==> config.mk <==
export PLATFORM = sky130hd
export DESIGN_NAME = ppsr_regs
export DESIGN_NICKNAME = d
export VERILOG_FILES = /design/src/rtl/ppsr_regs.v
export VERILOG_INCLUDE_DIRS = /design/src /design/src/rtl
export SDC_FILE = /design/constraint.sdc
export NUM_CORES = 1
export LEC_CHECK = 0
export BUFFER_PORTS_ARGS = -buffer_cell sky130_fd_sc_hd__buf_2
export CAP_MARGIN = 10
export CORE_MARGIN = 2
export CORE_UTILIZATION = 47
export CTS_CLUSTER_SIZE = 25
export DETAILED_ROUTE_END_ITERATION = 16
export PLACE_DENSITY_LB_ADDON = 0.08
export SLEW_MARGIN = 10
export SYNTH_ARGS = -nofsm -noshare
export SYNTH_HDL_FRONTEND = slang
export SYNTH_SLANG_ARGS = --single-unit
==> constraint.sdc <==
create_clock -name clk -period 1.94 [get_ports clk]
set_input_delay 0.097 -clock clk [delete_from_list [all_inputs] [get_ports clk]]
set_output_delay 0.097 -clock clk [all_outputs]
set_load 0.02 [all_outputs]
==> src/rtl/ppsr_map.vh <==
// Register offsets, field positions, reset values and timing for ppsr
`ifndef PPSR_MAP_VH
`define PPSR_MAP_VH

// Register indices; byte address is four times the index
`define PPSR_IDX_NODE_ID        4'h0
`define PPSR_IDX_HOLDOFF_GAP    4'h1
`define PPSR_IDX_CORE_IDENT     4'h2
`define PPSR_IDX_LINE_STATUS    4'h3
`define PPSR_IDX_RSVD_FOUR      4'h4
`define PPSR_IDX_RSVD_FIVE      4'h5
`define PPSR_IDX_IRQ_FLAGS      4'h6
`define PPSR_IDX_RSVD_SEVEN     4'h7
`define PPSR_IDX_RSVD_EIGHT     4'h8
`define PPSR_IDX_LAST           4'h8

// Line state codes
`define PPSR_LS_HIGHZ           2'h3
`define PPSR_LS_ONE             2'h1
`define PPSR_LS_ZERO            2'h2
`define PPSR_LS_INVALID         2'h0

// Data bit positions within each register byte, and field reset values
`define PPSR_PWR_OK_BIT_R0      0
`define PPSR_CON_BIT            2
`define PPSR_CHILD_BIT          3
`define PPSR_RST_HERE_BIT       4
`define PPSR_PWR_OK_BIT_R6      5
`define PPSR_PWR_IRQ_BIT        6
`define PPSR_LOOP_IRQ_BIT       7
`define PPSR_GAP_RESET          6'h3F
`define PPSR_NODE_ADDR_RESET    6'h09

// Debounce cycle counts at 20 MHz: 335 ms and 1.3 ms
`define PPSR_CONNECT_CYC        24'h66_3BE0
`define PPSR_DISCONNECT_CYC     24'h00_6590

`endif

==> src/rtl/ppsr_regs.v <==
// Port status register bank with Avalon-MM slave and debounce
`timescale 1ns/1ps
`include "ppsr_map.vh"

module ppsr_regs
(
	clk,
	reset,
	avs_address,
	avs_read,
	avs_write,
	avs_writedata,
	avs_readdata,
	avs_waitrequest,
	pair_a_code,
	pair_b_code,
	line_busy,
	tree_id_done,
	tree_child,
	cable_present,
	bus_reset_active,
	cable_power_pin,
	bus_reset_req
);
	input  wire        clk;
	input  wire        reset;
	input  wire [5:0]  avs_address;
	input  wire        avs_read;
	input  wire        avs_write;
	input  wire [31:0] avs_writedata;
	output reg  [31:0] avs_readdata;
	output reg         avs_waitrequest;
	input  wire [1:0]  pair_a_code;
	input  wire [1:0]  pair_b_code;
	input  wire        line_busy;
	input  wire        tree_id_done;
	input  wire        tree_child;
	input  wire        cable_present;
	input  wire        bus_reset_active;
	input  wire        cable_power_pin;
	output reg         bus_reset_req;

	// Debounce limits
	localparam [23:0] CONN_CYC = `PPSR_CONNECT_CYC;
	localparam [23:0] DISC_CYC = `PPSR_DISCONNECT_CYC;

	// Register state
	reg  [1:0]  pair_a_line_state_reg;
	reg  [1:0]  pair_b_line_state_reg;
	reg         child_flag_reg;
	reg         child_valid_reg;
	reg         connected_reg;
	reg         cable_power_ok_reg;
	reg         cable_power_irq_reg;
	reg         loop_timeout_irq_reg;
	reg         root_holdoff_reg;
	reg         force_bus_reset_reg;
	reg  [5:0]  gap_count_reg;
	reg         stable_reg;
	reg  [23:0] debounce_reg;
	reg         done_reg;

	// Next values
	reg  [1:0]  pair_a_line_state_next;
	reg  [1:0]  pair_b_line_state_next;
	reg         child_flag_next;
	reg         child_valid_next;
	reg         connected_next;
	reg         cable_power_irq_next;
	reg         root_holdoff_next;
	reg         force_bus_reset_next;
	reg  [5:0]  gap_count_next;
	reg         stable_next;
	reg  [23:0] debounce_next;
	reg         bus_reset_req_next;
	reg         done_next;
	reg         waitrequest_next;
	reg  [31:0] readdata_next;
	reg  [7:0]  read_byte;

	// Bus and debounce decode
	wire [3:0]  index;
	wire        word_ok;
	wire        access;
	wire        wr_hit;
	wire        wr_gap;
	wire        pwr_irq_clear;
	wire        differs;
	wire        conn_due;
	wire        disc_due;

	// Decoded line state, invalid during packets
	function [1:0] line_code;
		input [1:0] code;
		input       busy;
		begin
			if (busy)
				line_code = `PPSR_LS_INVALID;
			else
				line_code = code;
		end
	endfunction

	// Aligned access to one register index
	function reg_hit;
		input [3:0] idx;
		input [3:0] want;
		input       aligned;
		begin
			reg_hit = aligned & (idx == want);
		end
	endfunction

	// Debounce limit reached
	function debounce_due;
		input [23:0] count;
		input [23:0] limit;
		begin
			debounce_due = (count >= limit - 24'h00_0001);
		end
	endfunction

	// Bus decode
	assign index   = avs_address[5:2];
	assign word_ok = (avs_address[1:0] == 2'b00);
	assign access  = (avs_read | avs_write) & ~done_reg;
	// Writes land at the edge that sees waitrequest low
	assign wr_hit  = avs_write & done_reg & word_ok;
	assign wr_gap  = wr_hit
		& reg_hit(index, `PPSR_IDX_HOLDOFF_GAP, word_ok);
	assign pwr_irq_clear = wr_hit
		& reg_hit(index, `PPSR_IDX_IRQ_FLAGS, word_ok)
		& ~avs_writedata[`PPSR_PWR_IRQ_BIT];

	// Debounce decode
	assign differs  = (cable_present != stable_reg);
	assign conn_due = differs & cable_present
		& debounce_due(debounce_reg, CONN_CYC);
	assign disc_due = differs & ~cable_present
		& debounce_due(debounce_reg, DISC_CYC);

	// Read mux
	always @*
	begin
		read_byte = 8'h00;
		if (word_ok)
		begin
			case (index)
				`PPSR_IDX_NODE_ID:
				begin
					read_byte = {`PPSR_NODE_ADDR_RESET, 1'b0,
						cable_power_ok_reg};
				end
				`PPSR_IDX_HOLDOFF_GAP:
				begin
					read_byte = {root_holdoff_reg, force_bus_reset_reg,
						gap_count_reg};
				end
				`PPSR_IDX_LINE_STATUS:
				begin
					read_byte = {pair_a_line_state_reg,
						pair_b_line_state_reg,
						child_flag_reg & child_valid_reg,
						connected_reg, 2'b00};
				end
				`PPSR_IDX_IRQ_FLAGS:
				begin
					read_byte = {loop_timeout_irq_reg,
						cable_power_irq_reg,
						cable_power_ok_reg, 1'b0,
						4'h0};
				end
				default:
				begin
					read_byte = 8'h00;
				end
			endcase
		end
	end

	// Bus response next values
	always @*
	begin
		done_next        = access;
		waitrequest_next = ~access;
		readdata_next    = avs_readdata;
		if (avs_read & ~done_reg)
			readdata_next = {24'h00_0000, read_byte};
	end

	// Bus slave: one wait cycle, answer on the second edge
	always @(posedge clk or posedge reset)
	begin
		if (reset)
		begin
			avs_waitrequest <= 1'b1;
			avs_readdata    <= 32'h0000_0000;
			done_reg        <= 1'b0;
		end
		else
		begin
			avs_waitrequest <= waitrequest_next;
			avs_readdata    <= readdata_next;
			done_reg        <= done_next;
		end
	end

	// Line state next values
	always @*
	begin
		pair_a_line_state_next = line_code(pair_a_code, line_busy);
		pair_b_line_state_next = line_code(pair_b_code, line_busy);
	end

	// Line state registers
	always @(posedge clk or posedge reset)
	begin
		if (reset)
		begin
			pair_a_line_state_reg <= `PPSR_LS_INVALID;
			pair_b_line_state_reg <= `PPSR_LS_INVALID;
		end
		else
		begin
			pair_a_line_state_reg <= pair_a_line_state_next;
			pair_b_line_state_reg <= pair_b_line_state_next;
		end
	end

	// Child and connection next values
	always @*
	begin
		child_flag_next  = child_flag_reg;
		child_valid_next = child_valid_reg;
		connected_next   = connected_reg;
		if (bus_reset_active)
		begin
			child_valid_next = 1'b0;
			connected_next   = cable_present;
		end
		else if (tree_id_done)
		begin
			child_valid_next = 1'b1;
			child_flag_next  = tree_child;
		end
	end

	// Child and connection registers
	always @(posedge clk or posedge reset)
	begin
		if (reset)
		begin
			child_flag_reg  <= 1'b0;
			child_valid_reg <= 1'b0;
			connected_reg   <= 1'b1;
		end
		else
		begin
			child_flag_reg  <= child_flag_next;
			child_valid_reg <= child_valid_next;
			connected_reg   <= connected_next;
		end
	end

	// Cable power interrupt next value; set wins over clear
	always @*
	begin
		cable_power_irq_next = cable_power_irq_reg;
		if (~cable_power_pin)
			cable_power_irq_next = 1'b1;
		else if (pwr_irq_clear)
			cable_power_irq_next = 1'b0;
	end

	// Cable power and interrupt registers
	always @(posedge clk or posedge reset)
	begin
		if (reset)
		begin
			cable_power_ok_reg   <= 1'b0;
			cable_power_irq_reg  <= 1'b0;
			loop_timeout_irq_reg <= 1'b0;
		end
		else
		begin
			cable_power_ok_reg   <= cable_power_pin;
			cable_power_irq_reg  <= cable_power_irq_next;
			loop_timeout_irq_reg <= 1'b0;
		end
	end

	// Hold-off, forced reset and gap next values
	always @*
	begin
		root_holdoff_next    = root_holdoff_reg;
		force_bus_reset_next = force_bus_reset_reg;
		gap_count_next       = gap_count_reg;
		if (wr_gap)
		begin
			root_holdoff_next    = avs_writedata[7];
			force_bus_reset_next = avs_writedata[6];
			gap_count_next       = avs_writedata[5:0];
		end
		if (bus_reset_active)
			force_bus_reset_next = 1'b0;
	end

	// Hold-off, forced reset and gap registers
	always @(posedge clk or posedge reset)
	begin
		if (reset)
		begin
			root_holdoff_reg    <= 1'b0;
			force_bus_reset_reg <= 1'b0;
			gap_count_reg       <= `PPSR_GAP_RESET;
		end
		else
		begin
			root_holdoff_reg    <= root_holdoff_next;
			force_bus_reset_reg <= force_bus_reset_next;
			gap_count_reg       <= gap_count_next;
		end
	end

	// Connection debounce next values
	always @*
	begin
		stable_next        = stable_reg;
		debounce_next      = 24'h00_0000;
		bus_reset_req_next = force_bus_reset_reg;
		if (conn_due)
		begin
			stable_next        = 1'b1;
			bus_reset_req_next = 1'b1;
		end
		else if (disc_due)
		begin
			stable_next        = 1'b0;
			bus_reset_req_next = 1'b1;
		end
		else if (differs)
			debounce_next = debounce_reg + 24'h00_0001;
	end

	// Connection debounce registers
	always @(posedge clk or posedge reset)
	begin
		if (reset)
		begin
			stable_reg    <= 1'b1;
			debounce_reg  <= 24'h00_0000;
			bus_reset_req <= 1'b0;
		end
		else
		begin
			stable_reg    <= stable_next;
			debounce_reg  <= debounce_next;
			bus_reset_req <= bus_reset_req_next;
		end
	end

endmodule // ppsr_regs

; ---- Yosys cells after proc, flatten, opt, wreduce, memory -nomap -nowiden
; Cells that the tools add are included.
; Widths: inputs -> output; s select.
[word_totals]
register_bits = 53
input_bits = 52
out_inout_bits = 34
[op_classes]
add_sub_neg = 1
order_cmp = 2
n_eq_ne = 5
muxes = 17
n_bitwise = 20
n_reduce_logical = 6
[op_table]
columns = operator, n
row1 = $mux 24, 3
row2 = $pmux 8 s4, 1
row3 = $add 24x1->24 const B, 1
row4 = $ge 24x15->1 const B, 1
row5 = $ge 24x23->1 const B, 1
row6 = $and 1x1->1, 14
row7 = $mux 1, 10
row8 = $mux 8, 1
row9 = $reduce_bool 2->1, 3
row10 = $not 1->1, 5
row11 = $eq 4x1->1 const B, 1
row12 = $eq 4x2->1 const B, 1
row13 = $eq 4x3->1 const B, 1
row14 = $logic_not 4->1, 1
row15 = $mux 2, 2
row16 = $logic_not 2->1, 1
row17 = $ne 2x1->1 const B, 1
row18 = $reduce_and 2->1, 1
row19 = $ne 1x1->1, 1
row20 = $or 1x1->1, 1

; ---- Longest topological paths before layout
; Gate-level depths: netlist (run 1).
[logic_depth]
word_depth = 6
mapped_depth = 7
mapped_depth_nobuf = 5

; ---- Worst setup path after synthesis (run 1)
; Ideal clock, no wire load.
[synth_path]
path_type = register to register
from = reg debounce_reg[0]
to = reg debounce_reg[0]
setup_ps = 151
t_arrival_ps = 1724
slack_ps = 66
stages_incl_launch_ff = 8
path_cell_list = dfrtp_1 > ha_1 > buf_2 > nand3_1 > a2111oi_0 > o21a_1 > clkbuf_1 > nor4_1
[synth_via]
elab_chain_len = 4
[synth_lines]
columns = element, line
row1 = start: declaration, ppsr_regs.v:60  ; reg [23:0] debounce_reg;
row2 = start signal: assignment, ppsr_regs.v:357  ; debounce_reg <= debounce_next;
row3 = $add 24x1->24 / $ge 24x15->1 (equally long branches), "ppsr_regs.v:342, ppsr_regs.v:119"
row4 = $mux 24 / $and 1x1->1 (equally long branches), "ppsr_regs.v:341, ppsr_regs.v:140"
row5 = $mux 24, ppsr_regs.v:336  ; else if (disc_due)
row6 = $mux 24 (*), ppsr_regs.v:331  ; if (conn_due)
row7 = named net debounce_next[0], ppsr_regs.v:74  ; reg [23:0] debounce_next;
; The timed path passes the listed nets; every way through them passes the cells marked *.
; A chain may end at the register's enable or synchronous reset.

; ---- Worst setup path in the final report (run 1)
[layout_path]
from = reg debounce_reg[12]
to = reg debounce_reg[10]
[layout_via]
elab_chain_len = 4
[layout_lines]
columns = element, line
row1 = $ge 24x15->1, ppsr_regs.v:119  ; debounce_due = (count >= limit - 24'h00_0001);
row2 = $and 1x1->1, ppsr_regs.v:140  ; & debounce_due(debounce_reg, DISC_CYC);
row3 = $mux 24, ppsr_regs.v:336
row4 = $mux 24 (*), ppsr_regs.v:331
row5 = named net debounce_next[10], ppsr_regs.v:74
; Marked as above.

==> results summary, run 1 <==
The overall overflow remaining after global route came out at 0. Summed over all layers, the routed wires come to just under 7000 um. TritonCTS built the clock tree. The number of H-tree levels came out at 2. Counting I/O delays and the setup requirement, the final critical path takes 1.86 ns.

In this run the clock root is driven by a sky130_fd_sc_hd__clkbuf_8. The internal reg-to-reg setup slack came out at 0.08 ns. The average via count per standard cell came out at approximately 5.5. 0 antenna diodes ended up in the layout. Once detailed placement completed, the half-perimeter wirelength came to 4790 um. The origin of the critical flop-to-flop path is debounce_reg[12]$_DFF_PP0_. The setup path with the least slack is of type register to register. The synthesized design contains 53 register bits. The register with the most flip-flops in the layout has 24 of them. The net count reported at finish came out at 427. The global placement routability congestion came out at 0.824.

The relative contribution of combinational cells to total power came out at between 10% and 20%. The endpoint identified for the worst register-to-register timing path is debounce_reg[10]$_DFF_PP0_. The total of fill cells in the finished design is 517. Hold is met by approximately 0.008 ns. The maximum root-to-sink buffer count is 2. The area of the core is between 6000 and 7000 um2.

The I/O pin count came out at 86. At the later pin of the worst-skew pair, clock insertion delay measures 0.32 ns. Of the total power, registers draw between 50% and 60%. In this run the worst setup path begins at debounce_reg[12]$_DFF_PP0_. The share of Yosys cell area claimed by the top area cell type came out at a little under two fifths.

Summed over all nets, the switching power comes to between 0.6 and 0.7 mW. Synthesis handed over a netlist of 281 instances. Setup slack on the critical path of the routed design comes to 0.0755 ns. The worst ir drop on vdd came out at 408 uV. The power per cell area came out at 578 nW/um2. In this run the remaining antenna-violating nets after routing total 0. The data arrival time of the critical path came out at 2.08 ns.

STA classifies the critical path startpoint as a register. The via count of the first global-routing pass was 2,359. The height of the die came out at 83.8 um. The pin count of the biggest net entering global routing is 31.

Averaged over all synthesized cells, the footprint is 10.6 um2. The violation count after the first detailed-route iteration came out at 147. The relative area change from synthesis to final layout is 31.2%. After synthesis, the cell types taking the most area are sky130_fd_sc_hd__dfrtp_1 37%, sky130_fd_sc_hd__dfstp_2 7.9%, sky130_fd_sc_hd__buf_4 6.5%.

The number of synthesis warnings is 0. Global routing used 20.4% of the available tracks across all layers. Among all cell types in the netlist, the one instantiated most often is sky130_fd_sc_hd__dfrtp_1. The utilization after layout is between 60 and 70%. The final setup violation count came out at 0. Among all flip-flop cells after synthesis, the most frequent one is sky130_fd_sc_hd__dfrtp_1. The hold violation total from the final report came out at 0. The leakage dissipation came out at between 1.5 and 2 nW.

The most critical setup path has its endpoint at debounce_reg[10]$_DFF_PP0_. The total vias in the final route came out at 2,480. The number of rows created at floorplan came out at 29. The number of enable-type register cells in the synthesized netlist came out at 0. Of the total power, the clock network draws 30.3%. The number of CTS-inserted buffers is 5. The commonest cells after synthesis are 44 x sky130_fd_sc_hd__dfrtp_1, 26 x sky130_fd_sc_hd__buf_4, 16 x sky130_fd_sc_hd__nand2_1. The synthesized netlist contains between 50 and 60 unique library cells.

Across the run, the number of max-cap violations was 0. The depth of the worst register-to-register path came out at 5. The share of the Yosys chip area taken by registers is 44.7%. The per-cell routed wire length came out at 15.2 um. The biggest area contributor in the post-synthesis netlist is sky130_fd_sc_hd__dfrtp_1.

For this run, asynchronously set or reset flops after synthesis account for 100%. The category of the worst setup path capture point is a register. The first-pass GRT wire length is 11,500 um. The largest clock skew in the final design came out at 0.00829 ns. Static timing analysis puts the maximum clock frequency at about 540 MHz. The number of pins exceeding their max-slew limit in the final report is 0. The internal power of the cells is 1.60 mW.

The measured slew at the worst slew-check pin is roughly 0.65 ns. The die footprint is ~7000 um2. The min-delay analysis places its worst path in the category input port to register. The number of antenna violations at the first check in global routing is 0. The initial standard-cell utilization of the core came out at between 40% and 50%. The required time of the critical path is 2.15 ns. The pre-antenna-repair detailed-routing pass consisted of 4 iterations. The clock transition at the registers of the reported paths came out at 0.10 ns. Summing every instance area after synthesis gives ~3000 um2. The fraction of final layout cells sized beyond drive strength 1 is 43.2%. The worst slew margin relative to its limit is 56.5%.

Net switching is 29.4% of the power. In this run the tool buffered the top-level ports with 37 buffer cells. The post-route DRC violation count is 0. The run finished with clean final reports.

The sink count of the clock tree came out at 53. OpenSTA, run right after detailed placement, puts the worst setup slack at -0.0347 ns. After layout, the worst path uses a little over nine tenths of the clock period. The maximum fanout along the worst path is 7. The chip width came out at 83.8 um.
[cell families after synthesis]
| kind of cell | count (synthesis) | share of synthesized area [%] |
|---|---|---|
| AND/OR/NAND/NOR | 97 | 20.7 |
| XOR/XNOR | 11 | 3.22 |
| other | 1 | 0.125 |
| AO/OA/AOI/OAI | 53 | 15.3 |
| buffers and inverters | 50 | 9.95 |
| adder cells (fa/ha/maj) | 3 | 1.25 |
| flip-flops | 53 | 44.7 |
| multiplexers | 13 | 4.73 |
[per-layer routing]
| layer | up-vias | global-route usage (%) | part of all wire, % | wire [um] |
|---|---|---|---|---|
| li1 | 1201 | - | - | - |
| met1 | 1206 | 30.8 | 48 | 3300 |
| met2 | 68 | 30.2 | 46 | 3120 |
| met3 | 5 | 3.56 | 5.2 | 355 |
| met4 | 0 | 5.57 | 1.1 | 74 |
| met5 | - | 0 | 0 | 0 |
[what timing repair did]
action,in CTS,in global routing
hold buffers,9,0
setup buffers,1,4
pin swaps,2,8
gates resized for setup,4,31
hold endpoints to repair,33,0
endpoints found under the setup margin,9,25
cloned,1,1
[final cells by class]
| type | instances | area (um2) | area share, % |
|---|---|---|---|
| inverter | 10 | 37.5 | 0.956 |
| sequential | 53 | 1340 | 34.2 |
| clock buffer | 5 | 68.8 | 1.75 |
| tap | 77 | 96.3 | 2.45 |
| timing repair buffer | 99 | 718 | 18.3 |
| clock inverter | 3 | 28.8 | 0.733 |
| multi-input combinational | 203 | 1630 | 41.6 |
[cells in the final DEF (no fill, tap or decap), types with 8 or more instances in the layout]
master,count
sky130_fd_sc_hd__buf_4,48
sky130_fd_sc_hd__dfrtp_1,39
sky130_fd_sc_hd__buf_2,37
sky130_fd_sc_hd__conb_1,24
sky130_fd_sc_hd__nand2_1,16
sky130_fd_sc_hd__o21ai_0,12
sky130_fd_sc_hd__nand3_1,11
sky130_fd_sc_hd__mux2_2,9
sky130_fd_sc_hd__inv_1,9
sky130_fd_sc_hd__nor4_1,9
sky130_fd_sc_hd__dfstp_2,9
sky130_fd_sc_hd__dlygate4sd3_1,9
sky130_fd_sc_hd__nand4_1,8
sky130_fd_sc_hd__nor2b_1,8
sky130_fd_sc_hd__o31ai_1,8
sky130_fd_sc_hd__a2111oi_2,8
sky130_fd_sc_hd__xor2_1,8
[worst min path at each step]
stage,from,end,depth (start not counted)
after global placement,reset,done_reg$_DFF_PP0_,2
after CTS,avs_writedata[3],gap_count_reg[3]$_DFFE_PP1P_,2
after floorplan,cable_power_pin,cable_power_ok_reg$_DFF_PP0_,0
after detailed placement,reset,done_reg$_DFF_PP0_,2
after global routing,avs_writedata[1],gap_count_reg[1]$_DFFE_PP1P_,2
final,avs_writedata[1],gap_count_reg[1]$_DFFE_PP1P_,2
[per-stage QoR]
| stage | cell area [um2] | power [mW] | instances | TNS, ns |
|---|---|---|---|---|
| after floorplan | 3080 | 1.46 | 304 | 0 |
| after CTS | 3710 | 2.25 | 445 | -0.0541 |
| final | 3930 | 2.27 | 450 | 0 |
| after global routing | 3930 | 2.38 | 450 | -0.00360 |
| after global placement | 3500 | 1.54 | 426 | -0.0172 |
| after detailed placement | 3500 | 1.55 | 426 | -0.0380 |
[power by group through the flow]
stage	sequential, mW	combinational (mW)	clock [mW]
6_report	1.20	0.381	0.687
3_3_place_gp	1.21	0.330	0
3_5_place_dp	1.21	0.336	0
5_1_grt	1.21	0.421	0.748
2_1_floorplan	1.22	0.238	0
4_1_cts	1.19	0.352	0.706
[critical path, cell delays in order (launching register included)]
cell,delay (ns)
sky130_fd_sc_hd__dfrtp_2,0.45
sky130_fd_sc_hd__and2_4,0.15
sky130_fd_sc_hd__a311o_1,0.30
sky130_fd_sc_hd__o311a_4,0.43
sky130_fd_sc_hd__buf_4,0.19
sky130_fd_sc_hd__nor4_1,0.25
Note: power is estimated with default switching activity, not from simulation.
==> run 2, diff against run 1 <==
CORE_MARGIN = 1   (was 2)
==> run 2 against run 1 <==
  * The run now ends with setup timing left
  * Worst hold slack got worse by 0.0048 ns
  * Largest power group unchanged
  * Register-to-register slack worse by 0.10 ns
  * Highest routed layer unchanged
  * Via count grew 1.3%
  * Critical path type unchanged
==> results summary, run 2 (same netlist as run 1, synthesis figures left out) <==
The proportion of total power due to net switching is 30.3% (was 29.4%). The total vias in the final route is 2,512 (was 2,480). The leakage dissipation is 1.71 nW (was 1.72 nW).

The worst slew margin relative to its limit is 53.3% (was 56.5%). The clock latency reported for the late side of the worst-skew pair is 0.33 ns (was 0.32 ns). The max-cap check violation count is 0 (unchanged). The overall overflow remaining after global route is 0 (unchanged). The post-detailed-routing wire length is 7250 um (was 6840 um). The category of the worst setup path launch point is a register (unchanged). The hold violation total from the final report is 0 (unchanged). The total routing usage reported by global routing is 23.3% (was 20.4%).

The TritonCTS clock tree was built (unchanged). The required time of the critical path came out at 2.15 ns (about the same). The largest clock skew in the final design is 0.0109 ns (was 0.00829 ns). The checks that failed: setup timing. The first-pass iteration count of the detailed router is 4 (unchanged). The period utilization came out at 101% (was 96.1%). The count of buffers inserted at the top-level ports came out at 37 (unchanged). The net count reported at finish came out at 426 (was 427). The clock network power share came to 30.6% (was 30.3%). The worst ir drop on vdd came to 489 uV (was 408 uV). The first-pass GRT wire length came out at 11,600 um (was 11,500 um).

The global placement routability congestion is 0.845 (was 0.824). The instance area after placement is 3480 um2 (was 3500 um2). The minimum clock period came to 1.97 ns (was 1.86 ns). The most common cell after layout, fill and taps aside was sky130_fd_sc_hd__buf_4 (unchanged).

The height of the die is 81.8 um (was 83.8 um). The launch point of the worst path was debounce_reg[13]$_DFF_PP0_ (was debounce_reg[12]$_DFF_PP0_). The final critical-path setup slack was -0.0269 ns (was 0.0755 ns). The number of rows created at floorplan is 28 (was 29). The initial standard-cell utilization of the core is 49.6% (was 47.9%). The multi-input combinational cell area is 1700 um2 (was 1630 um2). The number of antenna violations at the first check in global routing is 0 (unchanged).

The area of the core came out at 6030 um2 (was 6240 um2). The fraction of final layout cells sized beyond drive strength 1 came out at 42.2% (was 43.2%). The number of CTS-inserted buffers is 5 (unchanged). The number of H-tree levels came out at 2 (unchanged).

Setup repair after global routing could not meet its margin everywhere. Run status: finished with violations (was finished, final reports clean). The category of the most critical setup path is register to register (unchanged). The termination of the worst setup path is debounce_reg[16]$_DFF_PP0_ (was debounce_reg[10]$_DFF_PP0_). The chip width is 81.8 um (was 83.8 um). The total net switching power came out at 0.693 mW (was 0.667 mW).

The number of pins exceeding their max-slew limit in the final report came to 0 (unchanged). The clock transition at the registers of the reported paths is 0.11 ns (was 0.10 ns). The origin of the critical flop-to-flop path is debounce_reg[13]$_DFF_PP0_ (was debounce_reg[12]$_DFF_PP0_). The final setup violation count came out at 5 (was 0). The power per cell area came out at 572 nW/um2 (was 578 nW/um2). The count of antenna-violating nets left after detailed routing is 0 (unchanged).

The data arrival time of the critical path is 2.18 ns (was 2.08 ns). The pin count of the biggest net entering global routing came out at 54 (was 31). The die footprint was 6690 um2 (was 7020 um2). The final sum of negative setup slack came out at -0.0489 ns (was 0 ns). The maximum root-to-sink buffer count came out at 2 (unchanged). The worst reg2reg path endpoint is debounce_reg[16]$_DFF_PP0_ (was debounce_reg[10]$_DFF_PP0_).

The upper clock frequency limit is 508 MHz (was 536 MHz). The average via count per standard cell came out at 5.62 (was 5.51). The category of the worst setup path capture point is a register (unchanged). The via count of the first global-routing pass came out at 2,329 (was 2,359). The per-cell routed wire length is 16.2 um (was 15.2 um). The internal reg-to-reg setup slack came out at -0.03 ns (was 0.08 ns).

The power share of the sequential group was 52.2% (was 52.9%). The internal power of the cells is 1.60 mW (about the same). The relative contribution of combinational cells to total power is 17.1% (was 16.8%).

The measured slew at the worst slew-check pin is 0.700 ns (was 0.653 ns). The depth of the worst register-to-register path came out at 5 (unchanged). The number of antenna repair diodes is 0 (unchanged). Leading cell types in the layout, fill and taps excluded: 43 x sky130_fd_sc_hd__buf_4, 42 x sky130_fd_sc_hd__dfrtp_1, 37 x sky130_fd_sc_hd__buf_2 (was 48 x sky130_fd_sc_hd__buf_4, 39 x sky130_fd_sc_hd__dfrtp_1, 37 x sky130_fd_sc_hd__buf_2). The sink count of the clock tree is 53 (unchanged).

The area occupied by registers was 1340 um2 (about the same). The relative area change from synthesis to final layout is 33.8% (was 31.2%). The worst hold path class is input port to register (unchanged). The number of flip-flops under the largest register name was 24 (unchanged). The maximum fanout along the worst path is 6 (was 7). The cell chosen for the clock root is sky130_fd_sc_hd__clkbuf_8 (unchanged). The post-route DRC violation count is 0 (unchanged). The violation count after the first detailed-route iteration is 168 (was 147).

The estimated wirelength of the detail-placed design came out at 4760 um (was 4790 um). The post-layout instance area was 4000 um2 (was 3930 um2). The I/O pin count is 86 (unchanged).

The total of fill cells in the finished design came out at 484 (was 517).
==> run 2: worst min path at each step <==
stage / start / endpoint / slack, ns / cells past startpoint
after detailed placement: cable_power_pin / cable_power_ok_reg$_DFF_PP0_ / 0.23 / 1
after floorplan: cable_power_pin / cable_power_ok_reg$_DFF_PP0_ / 0.13 / 0
after global routing: pair_a_code[0] / pair_a_line_state_reg[0]$_DFF_PP0_ / 0.006 / 2
after CTS: avs_writedata[2] / gap_count_reg[2]$_DFFE_PP1P_ / 0.005 / 2
after global placement: cable_power_pin / cable_power_ok_reg$_DFF_PP0_ / 0.23 / 1
final: pair_a_code[0] / pair_a_line_state_reg[0]$_DFF_PP0_ / 0.003 / 2
==> run 2: area by class of cell <==
cell class / instances / share of cell area [%]
Timing Repair Buffer: 99 / 18.3
Inverter: 10 / 0.938
Clock buffer: 5 / 1.72
Sequential cell: 53 / 33.5
Tap cell: 75 / 2.35
Multi-Input combinational cell: 202 / 42.5
Clock inverter: 3 / 0.719
==> run 2: what timing repair did <==
action                     CTS  global route
hold endpoints to repair    57             0
setup buffers                1             2
hold buffers                13             0
gates cloned                 1             0
pin swaps                    1            10
gates resized for setup      3            36
setup endpoints to repair    8            26
==> run 2: power groups by stage <==
stage	logic (mW)	clock network, mW	registers (mW)
final	0.392	0.702	1.20
after global routing	0.434	0.760	1.20
after CTS	0.357	0.718	1.20
after detailed placement	0.331	0	1.22
after global placement	0.327	0	1.21
after floorplan	0.238	0	1.22
==> run 2: routing by layer <==
layer  global-route usage, %  up-vias  share of wire [%]
li1                        -     1197                  -
met1                    34.1     1252                 48
met2                    34.5       58                 47
met3                    4.11        5                3.3
met4                    7.72        0               0.94
met5                       0        -                  0
==> run 2: worst max-delay path, stage by stage (launching register included) <==
cell and delay, ns:
sky130_fd_sc_hd__dfrtp_1 0.45, sky130_fd_sc_hd__buf_6 0.14, sky130_fd_sc_hd__a311o_1 0.38, sky130_fd_sc_hd__o311a_4 0.45
sky130_fd_sc_hd__buf_6 0.15, sky130_fd_sc_hd__a2111oi_2 0.28
==> run 2: metrics by stage <==
stage	total power, mW	util, %	setup slack [ns]	cells	hold slack [ns]
floorplan	1.46	-	0.0655	304	0.128
detailed placement	1.55	57.7	-0.0543	422	0.229
global placement	1.54	57.7	0.0292	422	0.229
finish	2.29	66.4	-0.0269	447	0.00321
CTS	2.27	62.1	0.000418	445	0.00470
global route	2.40	66.4	-0.158	447	0.00572
==> run 3, diff against run 2 <==
SETUP_SLACK_MARGIN = 0.4   (was default)
==> run 3 against run 2 <==
  * The run now ends clean
  * Count of clock-buffer cells in the layout unchanged
  * Power increased by 1.3%
  * Worst hold slack improved by 0.0034 ns
  * Critical path depth unchanged
==> results summary, run 3 (same netlist as run 1, synthesis figures left out) <==
Ordered cell list for the critical path: buf_6 > a311o_1 > buf_4 > o311a_4 > a2111oi_4 (was buf_6 > a311o_1 > o311a_4 > buf_6 > a2111oi_2). The max-cap check violation count is 0 (unchanged). Leading cell types in the layout, fill and taps excluded: 40 x sky130_fd_sc_hd__dfrtp_1, 39 x sky130_fd_sc_hd__buf_4, 37 x sky130_fd_sc_hd__buf_2 (was 43 x sky130_fd_sc_hd__buf_4, 42 x sky130_fd_sc_hd__dfrtp_1, 37 x sky130_fd_sc_hd__buf_2). The proportion of total power due to net switching came to 29.9% (was 30.3%).

The total routing usage reported by global routing is 24.6% (was 23.3%). The internal power of the cells is 1.63 mW (was 1.60 mW). The number of CTS-inserted buffers is 5 (unchanged). The most common cell after layout, fill and taps aside is sky130_fd_sc_hd__dfrtp_1 (was sky130_fd_sc_hd__buf_4). The height of the die is 81.8 um (unchanged). The required time of the critical path was 2.16 ns (was 2.15 ns). The first-pass iteration count of the detailed router came to 4 (unchanged). The sink count of the clock tree is 53 (unchanged).

The critical path buffer and inverter count is 2 (unchanged). The total net switching power is 0.694 mW (was 0.693 mW). The first-pass GRT wire length is 12,300 um (was 11,600 um).

The category of the worst setup path capture point is a register (unchanged). The delay contributed by the slowest stage of the critical path is 0.48 ns (was 0.45 ns). Unrepaired setup endpoints after global routing: true (unchanged). The number of non-filler instances in the completed layout is 449 (was 447).

The power per cell area is 557 nW/um2 (was 572 nW/um2). The number of pins exceeding their max-slew limit in the final report came out at 0 (unchanged). The number of antenna repair diodes is 0 (unchanged).

The clock network power share is 29.7% (was 30.6%). The count of antenna-violating nets left after detailed routing is 0 (unchanged). The overall overflow remaining after global route is 0 (unchanged). The largest clock skew in the final design is 0.00566 ns (was 0.0109 ns). The data arrival time of the critical path came to 2.16 ns (was 2.18 ns). The relative contribution of combinational cells to total power is 18.3% (was 17.1%). The category of the worst setup path launch point is a register (unchanged). The I/O pin count came to 86 (unchanged).

The number of rows created at floorplan was 28 (unchanged). The leakage dissipation is 1.76 nW (was 1.71 nW). The global placement routability congestion is 0.848 (was 0.845).

The final sum of negative setup slack came out at 0 ns (was -0.0489 ns). The cell chosen for the clock root is sky130_fd_sc_hd__clkbuf_8 (unchanged). The total vias in the final route came to 2,579 (was 2,512). The count of buffers inserted at the top-level ports was 37 (unchanged). The initial standard-cell utilization of the core came out at 49.6% (unchanged). The violation count after the first detailed-route iteration is 156 (was 168). The area of the core came out at 6030 um2 (unchanged). The minimum clock period is 1.94 ns (was 1.97 ns). The number of H-tree levels came out at 2 (unchanged). The estimated wirelength of the detail-placed design is 4760 um (about the same).

The origin of the critical flop-to-flop path was debounce_reg[14]$_DFF_PP0_ (was debounce_reg[13]$_DFF_PP0_). The worst reg2reg path endpoint is debounce_reg[18]$_DFF_PP0_ (was debounce_reg[16]$_DFF_PP0_). The worst-case setup slack after placement came out at -0.0593 ns (was -0.0543 ns). The final setup violation count came out at 0 (was 5). The depth of the worst register-to-register path is 5 (unchanged). The TritonCTS clock tree is built (unchanged). The final critical-path setup slack came to 0.000198 ns (was -0.0269 ns).

The family with the most delay on the worst path was compound AO/OA/AOI/OAI gates (unchanged). The average via count per standard cell is 5.74 (was 5.62). The beginning of the worst hold path is pair_a_code[0] (unchanged). The maximum root-to-sink buffer count is 2 (unchanged). The fraction of final layout cells sized beyond drive strength 1 is 47.3% (was 42.2%). The clock latency reported for the late side of the worst-skew pair is 0.32 ns (was 0.33 ns). The utilization after layout is 69.2% (was 66.4%).

The measured slew at the worst slew-check pin was 0.573 ns (was 0.700 ns). The worst slew margin relative to its limit came to 61.7% (was 53.3%). The category of the most critical setup path is register to register (unchanged). The worst hold path class is input port to register (unchanged). The worst ir drop on vdd came out at 443 uV (was 489 uV). The hold violation total from the final report is 0 (unchanged). The post-route DRC violation count came out at 0 (unchanged).

The via count of the first global-routing pass is 2,526 (was 2,329). The cell with the largest stage delay on the worst path is sky130_fd_sc_hd__dfrtp_2 (was sky130_fd_sc_hd__dfrtp_1). The die footprint came to 6690 um2 (unchanged). The cell count of the worst hold path came out at 2 (unchanged). Run status: finished, final reports clean (was finished with violations). The upper clock frequency limit is 516 MHz (was 508 MHz). The period utilization came out at 100% (was 101%). The pin count of the biggest net entering global routing came out at 30 (was 54). The post-detailed-routing wire length was 7970 um (was 7250 um).

The relative area change from synthesis to final layout is 39.4% (was 33.8%). The net count reported at finish is 428 (was 426). The number of antenna violations at the first check in global routing is 0 (unchanged). The internal reg-to-reg setup slack is 0.0002 ns (was -0.03 ns). The number of flip-flops under the largest register name is 24 (unchanged).

The power share of the sequential group is 52.0% (was 52.2%). The chip width is 81.8 um (unchanged). The end point of the most critical hold path is pair_a_line_state_reg[0]$_DFF_PP0_ (unchanged).

The maximum fanout along the worst path was 7 (was 6). The per-cell routed wire length was 17.8 um (was 16.2 um). The post-placement cell count came out at 409 (was 422).

The total of fill cells in the finished design is 465 (was 484). The clock transition at the registers of the reported paths is 0.11 ns (about the same). The total power after layout came out at 2.32 mW (was 2.29 mW).
-- run 3: cell types whose count changed in the layout (fill, tap and decap cells not counted), moves of 3 or more --
cell / delta
sky130_fd_sc_hd__buf_4: -4
sky130_fd_sc_hd__buf_6: +4
sky130_fd_sc_hd__nor4_4: -4
sky130_fd_sc_hd__nor4_1: +3
-- run 3: what timing repair did --
item	CTS	global route
cloned	3	1
hold endpoints to repair	33	0
setup endpoints to repair	27	27
resized for setup	27	34
hold buffers	11	0
pin swaps	9	4
buffers inserted	12	5
-- run 3: worst max-delay path by stage --
stage | start | to | slack (ns) | depth (start not counted)
finish | debounce_reg[14]$_DFF_PP0_ | debounce_reg[18]$_DFF_PP0_ | 0.0002 | 5
global placement | debounce_reg[0]$_DFF_PP0_ | debounce_reg[14]$_DFF_PP0_ | 0.03 | 5
CTS | debounce_reg[11]$_DFF_PP0_ | debounce_reg[18]$_DFF_PP0_ | 0.07 | 5
floorplan | debounce_reg[2]$_DFF_PP0_ | debounce_reg[18]$_DFF_PP0_ | 0.17 | 5
global route | debounce_reg[14]$_DFF_PP0_ | debounce_reg[15]$_DFF_PP0_ | -0.03 | 4
detailed placement | debounce_reg[23]$_DFF_PP0_ | debounce_reg[13]$_DFF_PP0_ | -0.06 | 4
-- run 3: area by class of cell --
cell class / count / area (um2) / share of cell area [%]
multi-input combinational: 204 / 1830 / 43.9
sequential: 53 / 1340 / 32.2
timing repair buffer: 99 / 767 / 18.4
tap: 75 / 93.8 / 2.25
clock buffer: 5 / 68.8 / 1.65
inverter: 10 / 37.5 / 0.900
clock inverter: 3 / 28.8 / 0.690
-- run 3: per-layer routing --
layer / vias up / global-route usage [%] / routed length [um]
met5: - / 0 / 0
met4: 0 / 8.25 / 46
met3: 4 / 3.89 / 319
met2: 72 / 39.2 / 3880
met1: 1295 / 34.0 / 3730
li1: 1208 / - / -
-- run 3: through the flow --
stage                     hold WS [ns]  area [um2]
after global placement           0.186        3420
after global routing           0.00211        4170
after CTS                      0.00102        3900
final                          0.00662        4170
after detailed placement         0.200        3420
after floorplan                  0.128        3160
-- run 3: power groups by stage --
stage	Sequential (mW)	Combinational, mW	Clock (mW)
4_1_cts	1.20	0.380	0.707
3_3_place_gp	1.22	0.332	0
2_1_floorplan	1.22	0.250	0
3_5_place_dp	1.22	0.338	0
6_report	1.21	0.425	0.689
5_1_grt	1.21	0.465	0.735
